$ cat src/core/bmps_pkg.sv
// Constants shared by the buck mode, sequencing and power-good logic
// ----------------------------------------------------------------------------
// ----------------------------------------------------------------------------
package bmps_pkg;

  // --------------------------------------------------------------------------
  // Register map
  // --------------------------------------------------------------------------
  localparam logic [7:0] ADDR_MODE_CTRL  = 8'h47;
  localparam logic [7:0] ADDR_POLARITY   = 8'h5E;
  localparam int         MODE_PIN_LSB    = 4;
  localparam int         MODE_FORCE_LSB  = 0;
  localparam logic [7:0] MODE_CTRL_MASK  = 8'h77;
  localparam logic [7:0] MODE_CTRL_RST   = 8'h00;
  localparam int         POL_INV_BIT     = 0;
  localparam logic [7:0] POL_MASK        = 8'h01;
  localparam logic [7:0] POL_RST         = 8'h00;

  // --------------------------------------------------------------------------
  // Timing
  // --------------------------------------------------------------------------
  localparam int CLK_PERIOD_NS     = 10;
  localparam int BIAS_DELAY_US     = 170;
  localparam int SOFT_START_US     = 250;
  localparam int BURST_MAX_US      = 7;
  localparam int BIAS_CYCLES       = (BIAS_DELAY_US * 1000 + CLK_PERIOD_NS - 1) / CLK_PERIOD_NS;
  localparam int RAMP_CYCLES       = (SOFT_START_US * 1000 + CLK_PERIOD_NS - 1) / CLK_PERIOD_NS;
  localparam int BURST_CYCLES      = BURST_MAX_US * 1000 / CLK_PERIOD_NS;
  localparam int PHASE_STEP_CYCLES = 25;

  // --------------------------------------------------------------------------
  // Sizes and states
  // --------------------------------------------------------------------------
  localparam int BUCK_N = 3;
  localparam int LDO_N  = 11;
  localparam int CNT_W  = 16;

  typedef enum logic [3:0] {
    SEQ_OFF  = 4'b0001,
    SEQ_BIAS = 4'b0010,
    SEQ_RAMP = 4'b0100,
    SEQ_ON   = 4'b1000
  } bmps_seq_state_type;

endpackage

$ cat src/core/bmps_buck_seq.sv
// One buck converter: enable sequencing and automatic mode exit
`timescale 1ns/1ps
module bmps_buck_seq #(
  parameter int BIAS_CYCLES  = bmps_pkg::BIAS_CYCLES,
  parameter int RAMP_CYCLES  = bmps_pkg::RAMP_CYCLES,
  parameter int BURST_CYCLES = bmps_pkg::BURST_CYCLES
) (
  // Clock and reset
  input  wire logic clk_sys_i,
  input  wire logic rst_n_i,
  // Control
  input  wire logic en_i,
  input  wire logic mode_fixed_i,
  // Converter feedback
  input  wire logic burst_i,
  input  wire logic low2_i,
  input  wire logic light_load_i,
  // Status
  output logic      on_o,
  output logic      ramp_o,
  output logic      fixed_freq_o
);

  // --------------------------------------------------------------------------
  // Enable sequencer
  // --------------------------------------------------------------------------
  localparam logic [bmps_pkg::CNT_W-1:0] BIAS_LAST  = bmps_pkg::CNT_W'(BIAS_CYCLES - 1);
  localparam logic [bmps_pkg::CNT_W-1:0] RAMP_LAST  = bmps_pkg::CNT_W'(RAMP_CYCLES - 1);
  localparam logic [bmps_pkg::CNT_W-1:0] BURST_LAST = bmps_pkg::CNT_W'(BURST_CYCLES - 1);

  bmps_pkg::bmps_seq_state_type state_ff;
  bmps_pkg::bmps_seq_state_type nxt_state;
  logic [bmps_pkg::CNT_W-1:0]   cnt_ff;
  logic [bmps_pkg::CNT_W-1:0]   nxt_cnt;
  logic [bmps_pkg::CNT_W-1:0]   burst_cnt_ff;
  logic                         forced_ff;
  logic                         exit_w;
  logic                         nxt_forced;

  always_comb begin
    nxt_state = state_ff;
    nxt_cnt   = cnt_ff + 1'b1;
    case (state_ff)
      bmps_pkg::SEQ_OFF: begin
        nxt_cnt = '0;
        if (en_i) begin
          nxt_state = bmps_pkg::SEQ_BIAS;
        end
      end
      bmps_pkg::SEQ_BIAS: begin
        if (!en_i) begin
          nxt_state = bmps_pkg::SEQ_OFF;
        end else if (cnt_ff == BIAS_LAST) begin
          nxt_state = bmps_pkg::SEQ_RAMP;
          nxt_cnt   = '0;
        end
      end
      bmps_pkg::SEQ_RAMP: begin
        if (!en_i) begin
          nxt_state = bmps_pkg::SEQ_OFF;
        end else if (cnt_ff == RAMP_LAST) begin
          nxt_state = bmps_pkg::SEQ_ON;
        end
      end
      bmps_pkg::SEQ_ON: begin
        nxt_cnt = '0;
        if (!en_i) begin
          nxt_state = bmps_pkg::SEQ_OFF;
        end
      end
      default: begin
        nxt_state = bmps_pkg::SEQ_OFF;
        nxt_cnt   = '0;
      end
    endcase
  end

  // --------------------------------------------------------------------------
  // Automatic mode exit
  // --------------------------------------------------------------------------
  // Exit wins over a light-load return in the same cycle
  assign exit_w     = !mode_fixed_i && on_o &&
                      (low2_i || (burst_i && burst_cnt_ff == BURST_LAST));
  assign nxt_forced = exit_w || (forced_ff && !light_load_i && on_o);

  always_ff @(posedge clk_sys_i or negedge rst_n_i) begin
    if (!rst_n_i) begin
      state_ff     <= bmps_pkg::SEQ_OFF;
      cnt_ff       <= '0;
      burst_cnt_ff <= '0;
      forced_ff    <= 1'b0;
      on_o         <= 1'b0;
      ramp_o       <= 1'b0;
      fixed_freq_o <= 1'b0;
    end else begin
      state_ff     <= nxt_state;
      cnt_ff       <= nxt_cnt;
      burst_cnt_ff <= burst_i ? burst_cnt_ff + 1'b1 : '0;
      forced_ff    <= nxt_forced;
      on_o         <= (nxt_state == bmps_pkg::SEQ_ON);
      ramp_o       <= (nxt_state == bmps_pkg::SEQ_RAMP);
      fixed_freq_o <= mode_fixed_i || nxt_forced;
    end
  end

  // --------------------------------------------------------------------------
  // Checks
  // --------------------------------------------------------------------------
  int bias_age_ff;

  always_ff @(posedge clk_sys_i or negedge rst_n_i) begin
    if (!rst_n_i) begin
      bias_age_ff <= 0;
    end else begin
      bias_age_ff <= (state_ff == bmps_pkg::SEQ_OFF) ? 0 : bias_age_ff + 1;
    end
  end

  property p_bias_delay;
    @(posedge clk_sys_i) disable iff (!rst_n_i)
      (state_ff == bmps_pkg::SEQ_RAMP && $past(state_ff) == bmps_pkg::SEQ_BIAS) |-> bias_age_ff == BIAS_CYCLES;
  endproperty
  a_bias_delay: assert property (p_bias_delay) else $error("Bias delay length wrong");

  property p_low2_exit;
    @(posedge clk_sys_i) disable iff (!rst_n_i)
      (on_o && en_i && !mode_fixed_i && low2_i) |=> fixed_freq_o;
  endproperty
  a_low2_exit: assert property (p_low2_exit) else $error("Low comparator did not force fixed mode");

  property p_burst_exit;
    @(posedge clk_sys_i) disable iff (!rst_n_i)
      (on_o && en_i && !mode_fixed_i && burst_i && burst_cnt_ff == BURST_LAST) |=> fixed_freq_o;
  endproperty
  a_burst_exit: assert property (p_burst_exit) else $error("Long burst did not force fixed mode");

endmodule

$ cat src/core/bmps_top.sv
// Buck mode select, discharge, sequencing, phasing and power-good logic
`timescale 1ns/1ps
module bmps_top #(
  parameter int BIAS_CYCLES       = bmps_pkg::BIAS_CYCLES,
  parameter int RAMP_CYCLES       = bmps_pkg::RAMP_CYCLES,
  parameter int PHASE_STEP_CYCLES = bmps_pkg::PHASE_STEP_CYCLES,
  parameter int LDO_N             = bmps_pkg::LDO_N
) (
  // Clock and reset
  input  wire logic                   clk_sys_i,
  input  wire logic                   rst_n_i,
  // Register port from the serial front end
  input  wire logic                   reg_wr_i,
  input  wire logic                   reg_rd_i,
  input  wire logic [7:0]             reg_addr_i,
  input  wire logic [7:0]             reg_wdata_i,
  output logic      [7:0]             reg_rdata_o,
  // System state
  input  wire logic                   mode_select_pin_i,
  input  wire logic                   run_state_active_i,
  input  wire logic                   rail_sequencing_state_i,
  input  wire logic                   vout_transition_i,
  input  wire logic                   battery_tracking_i,
  // Buck control and comparators
  input  wire logic [2:0]             buck_en_i,
  input  wire logic [2:0]             buck_uv90_i,
  input  wire logic [2:0]             buck_low2_i,
  input  wire logic [2:0]             buck_burst_i,
  input  wire logic [2:0]             buck_light_load_i,
  // LDO monitoring
  input  wire logic [LDO_N-1:0]       ldo_uv95_i,
  input  wire logic [LDO_N-1:0]       ldo_action_mode_i,
  // Buck outputs
  output logic      [2:0]             buck_fixed_freq_o,
  output logic      [2:0]             buck_discharge_o,
  output logic      [2:0]             buck_ramp_o,
  output logic      [2:0]             buck_on_o,
  output logic      [2:0]             buck_out_low_o,
  output logic      [2:0]             buck_phase_clk_o,
  // LDO outputs
  output logic      [LDO_N-1:0]       ldo_low_o,
  output logic                        ldo_irq_o,
  output logic                        ldo_mode_req_o
);

  // --------------------------------------------------------------------------
  // Helpers
  // --------------------------------------------------------------------------
  // Selected mode: 1 is fixed frequency, 0 is automatic switching
  function automatic logic sel_mode(input logic pin_ctrl, input logic force_ff_bit,
                                    input logic invert, input logic pin);
    sel_mode = pin_ctrl ? (pin ^ invert) : force_ff_bit;
  endfunction

  // Square clock with quarter-period offset per buck
  function automatic logic phase_level(input logic [1:0] quad, input logic [1:0] idx);
    logic [1:0] rel;
    rel         = quad - idx;
    phase_level = !rel[1];
  endfunction

  // --------------------------------------------------------------------------
  // Registers
  // --------------------------------------------------------------------------
  logic [7:0] mode_ctrl_ff;
  logic [7:0] polarity_ff;
  logic       wr_mode_w;
  logic       wr_pol_w;
  logic       hit_mode_w;
  logic       hit_pol_w;
  logic [7:0] rd_data_w;

  assign hit_mode_w = (reg_addr_i == bmps_pkg::ADDR_MODE_CTRL);
  assign hit_pol_w  = (reg_addr_i == bmps_pkg::ADDR_POLARITY);
  assign wr_mode_w  = reg_wr_i && hit_mode_w;
  assign wr_pol_w   = reg_wr_i && hit_pol_w;
  // Unmapped addresses read as zero
  assign rd_data_w  = hit_mode_w ? mode_ctrl_ff :
                      hit_pol_w  ? polarity_ff  : 8'h00;

  always_ff @(posedge clk_sys_i or negedge rst_n_i) begin
    if (!rst_n_i) begin
      mode_ctrl_ff <= bmps_pkg::MODE_CTRL_RST;
      polarity_ff  <= bmps_pkg::POL_RST;
      reg_rdata_o  <= 8'h00;
    end else begin
      if (wr_mode_w) begin
        mode_ctrl_ff <= reg_wdata_i & bmps_pkg::MODE_CTRL_MASK;
      end
      if (wr_pol_w) begin
        polarity_ff <= reg_wdata_i & bmps_pkg::POL_MASK;
      end
      if (reg_rd_i) begin
        reg_rdata_o <= rd_data_w;
      end
    end
  end

  // --------------------------------------------------------------------------
  // Mode selection and per-buck sequencing
  // --------------------------------------------------------------------------
  logic       pol_inv_w;
  logic [2:0] mode_fixed_w;
  logic [2:0] seq_on_w;
  logic [2:0] seq_ramp_w;
  logic [2:0] seq_fixed_w;

  assign pol_inv_w = polarity_ff[bmps_pkg::POL_INV_BIT];

  for (genvar k = 0; k < bmps_pkg::BUCK_N; k++) begin : g_buck
    assign mode_fixed_w[k] = sel_mode(mode_ctrl_ff[bmps_pkg::MODE_PIN_LSB + k],
                                      mode_ctrl_ff[bmps_pkg::MODE_FORCE_LSB + k],
                                      pol_inv_w, mode_select_pin_i);

    bmps_buck_seq #(
      .BIAS_CYCLES  (BIAS_CYCLES),
      .RAMP_CYCLES  (RAMP_CYCLES),
      .BURST_CYCLES (bmps_pkg::BURST_CYCLES)
    ) u_seq (
      .clk_sys_i    (clk_sys_i),
      .rst_n_i      (rst_n_i),
      .en_i         (buck_en_i[k]),
      .mode_fixed_i (mode_fixed_w[k]),
      .burst_i      (buck_burst_i[k]),
      .low2_i       (buck_low2_i[k]),
      .light_load_i (buck_light_load_i[k]),
      .on_o         (seq_on_w[k]),
      .ramp_o       (seq_ramp_w[k]),
      .fixed_freq_o (seq_fixed_w[k])
    );
  end

  // --------------------------------------------------------------------------
  // Discharge and power good
  // --------------------------------------------------------------------------
  logic       dis_enable_w;
  logic [2:0] pg_mask_w;
  logic [2:0] nxt_out_low;
  logic [2:0] nxt_discharge;

  // Outside run and sequencing the switches stay open to save quiescent current
  assign dis_enable_w  = run_state_active_i || rail_sequencing_state_i;
  assign nxt_discharge = ~buck_en_i & {3{dis_enable_w}};
  assign pg_mask_w     = {3{vout_transition_i}} | {battery_tracking_i, 2'b00};
  assign nxt_out_low   = buck_uv90_i & seq_on_w & ~pg_mask_w;

  always_ff @(posedge clk_sys_i or negedge rst_n_i) begin
    if (!rst_n_i) begin
      buck_discharge_o  <= 3'h0;
      buck_out_low_o    <= 3'h0;
      buck_fixed_freq_o <= 3'h0;
      buck_ramp_o       <= 3'h0;
      buck_on_o         <= 3'h0;
    end else begin
      buck_discharge_o  <= nxt_discharge;
      buck_out_low_o    <= nxt_out_low;
      buck_fixed_freq_o <= seq_fixed_w;
      buck_ramp_o       <= seq_ramp_w;
      buck_on_o         <= seq_on_w;
    end
  end

  // --------------------------------------------------------------------------
  // Phased clocking
  // --------------------------------------------------------------------------
  localparam logic [bmps_pkg::CNT_W-1:0] STEP_LAST = bmps_pkg::CNT_W'(PHASE_STEP_CYCLES - 1);

  logic [bmps_pkg::CNT_W-1:0] step_cnt_ff;
  logic [1:0]                 quad_ff;
  logic                       step_done_w;
  logic [2:0]                 nxt_phase_clk;

  assign step_done_w = (step_cnt_ff == STEP_LAST);

  for (genvar k = 0; k < bmps_pkg::BUCK_N; k++) begin : g_phase
    // Buck a is the master; b and c lag by one and two quarters
    assign nxt_phase_clk[k] = seq_on_w[k] && seq_fixed_w[k] &&
                              phase_level(quad_ff, 2'(k));
  end

  always_ff @(posedge clk_sys_i or negedge rst_n_i) begin
    if (!rst_n_i) begin
      step_cnt_ff      <= '0;
      quad_ff          <= 2'h0;
      buck_phase_clk_o <= 3'h0;
    end else begin
      step_cnt_ff      <= step_done_w ? '0 : step_cnt_ff + 1'b1;
      quad_ff          <= step_done_w ? quad_ff + 2'h1 : quad_ff;
      buck_phase_clk_o <= nxt_phase_clk;
    end
  end

  // --------------------------------------------------------------------------
  // LDO power good
  // --------------------------------------------------------------------------
  logic [LDO_N-1:0] ldo_rise_w;

  assign ldo_rise_w = ldo_uv95_i & ~ldo_low_o;

  always_ff @(posedge clk_sys_i or negedge rst_n_i) begin
    if (!rst_n_i) begin
      ldo_low_o      <= '0;
      ldo_irq_o      <= 1'b0;
      ldo_mode_req_o <= 1'b0;
    end else begin
      ldo_low_o      <= ldo_uv95_i;
      ldo_irq_o      <= |(ldo_rise_w & ~ldo_action_mode_i);
      ldo_mode_req_o <= |(ldo_rise_w & ldo_action_mode_i);
    end
  end

  // --------------------------------------------------------------------------
  // Checks
  // --------------------------------------------------------------------------
  property p_force_fixed;
    @(posedge clk_sys_i) disable iff (!rst_n_i)
      (!mode_ctrl_ff[bmps_pkg::MODE_PIN_LSB] && mode_ctrl_ff[bmps_pkg::MODE_FORCE_LSB])
        |=> ##1 buck_fixed_freq_o[0];
  endproperty
  a_force_fixed: assert property (p_force_fixed) else $error("Force bit did not give fixed mode");

  property p_pin_mode;
    @(posedge clk_sys_i) disable iff (!rst_n_i)
      (mode_ctrl_ff[bmps_pkg::MODE_PIN_LSB + 1] && (mode_select_pin_i ^ pol_inv_w))
        |=> ##1 buck_fixed_freq_o[1];
  endproperty
  a_pin_mode: assert property (p_pin_mode) else $error("Mode pin did not give fixed mode");

  property p_spare_zero;
    @(posedge clk_sys_i) disable iff (!rst_n_i)
      (reg_rd_i && hit_mode_w) |=> (reg_rdata_o[7] == 1'b0 && reg_rdata_o[3] == 1'b0);
  endproperty
  a_spare_zero: assert property (p_spare_zero) else $error("Spare mode bits not zero");

  property p_discharge;
    @(posedge clk_sys_i) disable iff (!rst_n_i)
      (!buck_en_i[2] && run_state_active_i) |=> buck_discharge_o[2];
  endproperty
  a_discharge: assert property (p_discharge) else $error("Discharge switch not on");

  property p_pg_flag;
    @(posedge clk_sys_i) disable iff (!rst_n_i)
      (buck_uv90_i[0] && seq_on_w[0] && !vout_transition_i) |=> buck_out_low_o[0];
  endproperty
  a_pg_flag: assert property (p_pg_flag) else $error("Output low not flagged");

  property p_pg_transition;
    @(posedge clk_sys_i) disable iff (!rst_n_i)
      vout_transition_i |=> (buck_out_low_o == 3'h0);
  endproperty
  a_pg_transition: assert property (p_pg_transition) else $error("Power good not masked");

  property p_pg_tracking;
    @(posedge clk_sys_i) disable iff (!rst_n_i)
      battery_tracking_i |=> !buck_out_low_o[2];
  endproperty
  a_pg_tracking: assert property (p_pg_tracking) else $error("Buck c power good not masked");

  property p_phase_opposed;
    @(posedge clk_sys_i) disable iff (!rst_n_i)
      (seq_on_w[0] && seq_fixed_w[0] && seq_on_w[2] && seq_fixed_w[2]) |=>
        (buck_phase_clk_o[0] != buck_phase_clk_o[2]);
  endproperty
  a_phase_opposed: assert property (p_phase_opposed) else $error("Buck c not 180 degrees from a");

  property p_ldo_irq;
    @(posedge clk_sys_i) disable iff (!rst_n_i)
      (ldo_uv95_i[0] && !ldo_low_o[0] && !ldo_action_mode_i[0]) |=>
        ldo_irq_o ##1 (!ldo_irq_o || $past(|(ldo_rise_w & ~ldo_action_mode_i)));
  endproperty
  a_ldo_irq: assert property (p_ldo_irq) else $error("LDO low interrupt missing");

endmodule

$ cat config.mk
export PLATFORM = sky130hd
export DESIGN_NAME = bmps_top
export DESIGN_NICKNAME = d
export VERILOG_FILES = /design/src/core/bmps_pkg.sv /design/src/core/bmps_buck_seq.sv /design/src/core/bmps_top.sv
export SDC_FILE = /design/constraint.sdc
export NUM_CORES = 1
export LEC_CHECK = 0
export ABC_AREA = 1
export BUFFER_PORTS_ARGS = -buffer_cell sky130_fd_sc_hd__buf_2
export CAP_MARGIN = 5
export CORE_ASPECT_RATIO = 2
export CORE_MARGIN = 3
export CORE_UTILIZATION = 50
export CTS_CLUSTER_DIAMETER = 60
export CTS_CLUSTER_SIZE = 12
export DETAILED_ROUTE_END_ITERATION = 16
export PLACE_DENSITY = 0.7
export SLEW_MARGIN = 5
export SYNTH_ARGS = -nofsm -noshare
export SYNTH_HDL_FRONTEND = slang
export SYNTH_SLANG_ARGS = --single-unit
export TNS_END_PERCENT = 5
$ cat constraint.sdc
create_clock -name clk_sys_i -period 2.29 [get_ports clk_sys_i]
set_clock_uncertainty 0.1 [all_clocks]
set_input_delay 0.229 -clock clk_sys_i [delete_from_list [all_inputs] [get_ports clk_sys_i]]
set_output_delay 0.229 -clock clk_sys_i [all_outputs]
set_load 0.01 [all_outputs]
# Word-level counts from Yosys, hierarchy flattened
# Index checks and enable logic that the tools add are counted.
# totals
inputBits,62
ff_bits,184
out_inout_bits,39
# classes
addsub,10
muxes,39
eq_ne,30
bitwise_logic,12
n_reduce_logical,44
# op_table
cell,count
two-way mux 16 bit,10
adder 16 x 1 -> 16 bit (second input constant),7
== test 16 x 15 -> 1 bit (second input constant),6
one-hot mux 16 bit (2 select lines),3
two-way mux 4 bit,18
== test 16 x 10 -> 1 bit (second input constant),3
one-hot mux 4 bit (4 select lines),3
bitwise AND 11 bit,3
== test 4 x 3 -> 1 bit (second input constant),6
== test 4 bit (second input constant),6
logical AND 1 bit,23
NOT 11 bit,2
OR reduction 11 bit,2
== test 16 x 5 -> 1 bit (second input constant),1
== test 8 x 7 -> 1 bit (second input constant),2
== test 4 x 1 -> 1 bit (second input constant),3
== test 4 x 2 -> 1 bit (second input constant),3
logical OR 1 bit,10
bitwise AND 3 bit,3
logical NOT 1 bit,9
two-way mux 7 bit,1
NOT 3 bit,2
two-way mux 1 bit,4
bitwise OR 3 bit,1
4 further kinds,4

# Depth between registers and ports, before layout
# depth
ltp_word,7
ltp_mapped,11
depth_no_buf,10

# Cells and area by module
# A second synthesis with hierarchy kept.
# unflattened
cells_unflattened,1195
area_unflattened_um2,9306.4
# modules_own_cells
module,area_per_inst_um2,n_inst,seq_area_each_um2,cells_each
bmps_buck_seq,2195.9,3,1002.2,294
bmps_top,2718.9,1,1551.5,313

# Worst setup path after synthesis
# No wires, ideal clock.
# synth_path
path_type,flip-flop to flip-flop
start,register g_buck[0].u_seq.cnt_ff[0] in the netlist's numbering
end,register g_buck[0].u_seq.cnt_ff[14] in the netlist's numbering
t_required_ps,2071
period_less_slack_ps,1458
n_path_buf,1
slack_ps,832
path_stages_with_launch,12
t_arrival_ps,1239
cell_sequence,dfrtp_1 > ha_1 > nand2_1 > inv_1 > nand2_1 > nor2_2 > nand2_1 > nand2_2 > nand3_2 > buf_6 > nand2_1 > nor2_1
# synth_via
elab_chain_len,4
# synth_rtl
element,line_no,source
start: declaration,bmps_buck_seq.sv:33,logic [bmps_pkg::CNT_W-1:0] cnt_ff;
start signal: assignment,bmps_buck_seq.sv:97,cnt_ff <= nxt_cnt;
adder 16 x 1 -> 16 bit or == test 16 x 15 -> 1 bit (tied branches),"bmps_buck_seq.sv:42, bmps_buck_seq.sv:53",
two-way mux 16 bit,bmps_buck_seq.sv:53,end else if (cnt_ff == BIAS_LAST) begin
two-way mux 16 bit,bmps_buck_seq.sv:51,if (!en_i) begin
one-hot mux 16 bit (2 select lines) *,bmps_buck_seq.sv:43,case (state_ff)
"via g_buck[0].u_seq.nxt_cnt, one bit",bmps_buck_seq.sv:34,logic [bmps_pkg::CNT_W-1:0] nxt_cnt;
# The timed path passes the listed nets; every way through them passes the cells marked *.
# A chain may end at the register's enable or synchronous reset.

# Worst setup path after layout
# layout_path
start,register g_buck[1].u_seq.burst_cnt_ff[0] in the netlist's numbering
end,register g_buck[1].u_seq.forced_ff
# layout_via
elab_chain_len,5
# layout_rtl
element,line_no,source
start: declaration,bmps_buck_seq.sv:35,logic [bmps_pkg::CNT_W-1:0] burst_cnt_ff;
start signal: assignment,bmps_buck_seq.sv:98,burst_cnt_ff <= burst_i ? burst_cnt_ff + 1'b1 : '0;
== test 16 x 10 -> 1 bit,bmps_buck_seq.sv:83,(low2_i || (burst_i && burst_cnt_ff == BURST_LAST));
logical AND 1 bit,bmps_buck_seq.sv:83,
logical OR 1 bit,bmps_buck_seq.sv:83,
logical AND 1 bit,bmps_buck_seq.sv:82,assign exit_w = !mode_fixed_i && on_o &&
logical OR 1 bit,bmps_buck_seq.sv:84,assign nxt_forced = exit_w || (forced_ff && !light_load_i && on_o);
via g_buck[1].u_seq.nxt_forced,bmps_buck_seq.sv:38,logic nxt_forced;
end signal: assignment,bmps_buck_seq.sv:99,forced_ff <= nxt_forced;
end: declaration,bmps_buck_seq.sv:36,logic forced_ff;
# The timed path passes the listed nets, and every way through them passes these cells.

==> impl_metrics.toml <==
[logic_synthesis]
yosys-top-cells-area = "dfrtp_1, nand2_1, nor2_1"
yosysSeqAreaShare = 0.502
yosysTopAreaCell = "dfrtp_1"
syn_avg_cell_area_sq_um = 7.79
synth-seq-cells = 182
synth_cells = 1164
netlist_area_sq_um = 9070
synth_edf_count = 0
yosysUniqueCellTypes = 39
async_flop_share = 1.00
synthFlopType = "dfrtp_1"
yosysWarnings = 0
yosys.area.top_type_share = 0.494

[setup_path]
endpoint_kind = "flop"
path_max_fanout = 3
cp-start-kind = "flop"
cp.arrival_ns = 2.04
worstPathRequired_ns = 2.50
worstSetupPathType = "flop to flop"

[outcome]
outcome = "complete, no violations"

[sta]
relSlewSlack = 0.658
hold_violations = 0
rsz0062_at_grt = "no"
post-route-period-util = 0.799
clock.fmax_ghz = 0.547
fin_setup_tns_ns = 0
fin_crit_ns = 1.83
slew_violations = 0
setup_violations = 0
tightest_slew_ns = 0.513

[cells_and_area]
diodes = 0
drive_gt1_frac = 0.126
final_cells = 1544
fillers = 1572
fin_nets = 1388
areaGrowthSynthToFinish_pct = 19.8

[clocking]
cts_tree = "done"
clock_sinks = 182
cts_resized = 0
postCtsSetupBuffers = 0
cts_hold_buffers = 42
cts.clk_slew.worst_paths_ns = 0.07
clock_path_buffers = 2
htree_num_levels = 4
root_buffer = "clkbuf_16"
insertion_delay_ns = 0.43
cts_buffers = 17

[floorplan]
die_h_um = 196
pin_count = 101
start_util = 0.510
design.die.area_sq_um = 19900
num_rows = 69
core_area_sq_um = 17800
die_x_um = 101

[global_route]
antenna_found_initial = 0
grt_start_max_net_pins = 61
grt_pass1_wl_mm = 34.8
grtUsageTotal = 0.217
grt_pass1_vias = 8043
grt_overflow_total = 0

[drt]
drt_wl_total_mm = 20.6
drc = 0
vias_per_cell = 5.10
drt_iter0_markers = 286
wl_per_cell_um = 13.3
vias = 7870
ant_nets = 0
drt_first_pass_iters = 4

[placed_design]
dpl.hpwl_mm = 15.3
numPortBuffers = 96
place_congestion = 0.901
dp_cells = 1470

[power]
ir_drop_uv = 496
power_leakage_uw = 0.00549
powerDensity_nw_per_um2 = 621
design_power_total_uw = 6750

[job]
drv_cap = 0

[worst_hold_path]
min_path_type = "primary input to flop"
==> registers in the layout (all words and copies together) (netlist names), 6 cells and up <==
register and count:
g_buck.u_seq.burst_cnt_ff 48, step_cnt_ff 16, reg_rdata_o 6, g_buck.u_seq.cnt_ff 48, g_buck.u_seq.state_ff 12, mode_ctrl_ff 6
ldo_low_o 11
==> cell families (layout without fill, tap and decap cells) <==
| family | Yosys count | in the layout | synth area share |
|---|---|---|---|
| DFF | 182 | 182 | 0.502 |
| and+or+nand+nor | 633 | 633 | 0.302 |
| other | 1 | 2 | 0.000413 |
| xor gates and xnor gates | 37 | 37 | 0.0357 |
| buffers and inverters | 197 | 363 | 0.0839 |
| AOI/OAI and AO/OA | 106 | 106 | 0.0643 |
| adders and majority gates | 8 | 8 | 0.0110 |
==> synth_stat cells, drive strengths merged (7+ instances only) <==
cell type,n
nor2,205
inv,185
nand3,81
nand2,278
dfrtp,179
xor2,31
nor3,22
nand3b,11
a21oi,46
o31ai,7
nand4,22
o21ai,39
ha,8
==> per-layer routing <==
layer,track usage,share of wire
met4,0.123,0.048
met1,0.216,0.36
met2,0.410,0.56
met5,0,0
met3,0.0340,0.025
==> area by class of cell <==
class | instances | area [sq um] | share of cell area
Tap cell | 213 | 267 | 0.0245
Clock inverter | 15 | 178 | 0.0164
Multi-Input combinational cell | 786 | 3760 | 0.346
Timing Repair Buffer | 144 | 980 | 0.0902
Inverter | 187 | 702 | 0.0646
Sequential cell | 182 | 4560 | 0.420
Clock buffer | 17 | 425 | 0.0392
==> layout by cell type (no fill, tap or decap), types with 5 or more instances in the layout <==
| master | synthesis | routed |
|---|---|---|
| nand2_1 | 268 | 268 |
| nand3b_1 | 11 | 11 |
| nor3_1 | 21 | 21 |
| xor2_1 | 31 | 31 |
| dlygate4sd3_1 | 0 | 42 |
| nor3b_1 | 6 | 6 |
| nor2_2 | 8 | 8 |
| xnor2_1 | 6 | 6 |
| nor2_1 | 194 | 194 |
| nand4_1 | 22 | 22 |
| o21bai_1 | 5 | 5 |
| nand3_1 | 76 | 76 |
| o31ai_1 | 7 | 7 |
| inv_1 | 184 | 184 |
| clkinv_8 | 0 | 5 |
| o21ai_0 | 35 | 35 |
| ha_1 | 8 | 8 |
| dfrtp_1 | 179 | 179 |
| a21oi_1 | 46 | 46 |
| nand2_2 | 10 | 10 |
| nor4_1 | 5 | 5 |
| buf_2 | 2 | 95 |
| clkbuf_16 | 0 | 17 |
| nand3_2 | 5 | 5 |
==> path summary, 6_finish.rpt <==
kind	startpoint	end	slack, ns	depth (start not counted)
min in group asynchronous	rst_n_i	g_buck[1].u_seq.burst_cnt_ff[14]	0.22	2
min reg2reg	g_buck[2].u_seq.ramp_o	buck_ramp_o[2]	0.26	0
max in group asynchronous	rst_n_i	g_buck[1].u_seq.cnt_ff[10]	1.15	3
max	g_buck[1].u_seq.burst_cnt_ff[0]	g_buck[1].u_seq.forced_ff	0.46	7
max reg2reg	g_buck[1].u_seq.burst_cnt_ff[0]	g_buck[1].u_seq.forced_ff	0.46	7
min	buck_low2_i[1]	g_buck[1].u_seq.fixed_freq_o	0.02	5
==> critical path, cell delays in order (launching register included) <==
cell and delay, ns:
dfrtp_1 0.40, ha_1 0.23, nor3b_1 0.14, nand3_1 0.10, nand2_1 0.07, nand2_1 0.07
nand2_1 0.05, dlygate4sd3_1 0.55
==> power breakdown <==
group | internal (uW) | switching, uW
Combinational | 192 | 312
Clock | 1480 | 1420
Sequential | 3300 | 50.1
==> per-stage QoR <==
step / setup slack [ns] / area, sq um / hold WS [ns] / utilization
2_1_floorplan: 0.832 / 9070 / -0.167 / -
3_3_place_gp: 0.550 / 9840 / 0.142 / 0.553
3_5_place_dp: 0.510 / 9840 / 0.138 / 0.553
4_1_cts: 0.471 / 10900 / 0.00260 / 0.611
5_1_grt: 0.367 / 10900 / 0.0336 / 0.611
6_report: 0.461 / 10900 / 0.0205 / 0.611
(Power assumes the default switching activity.)
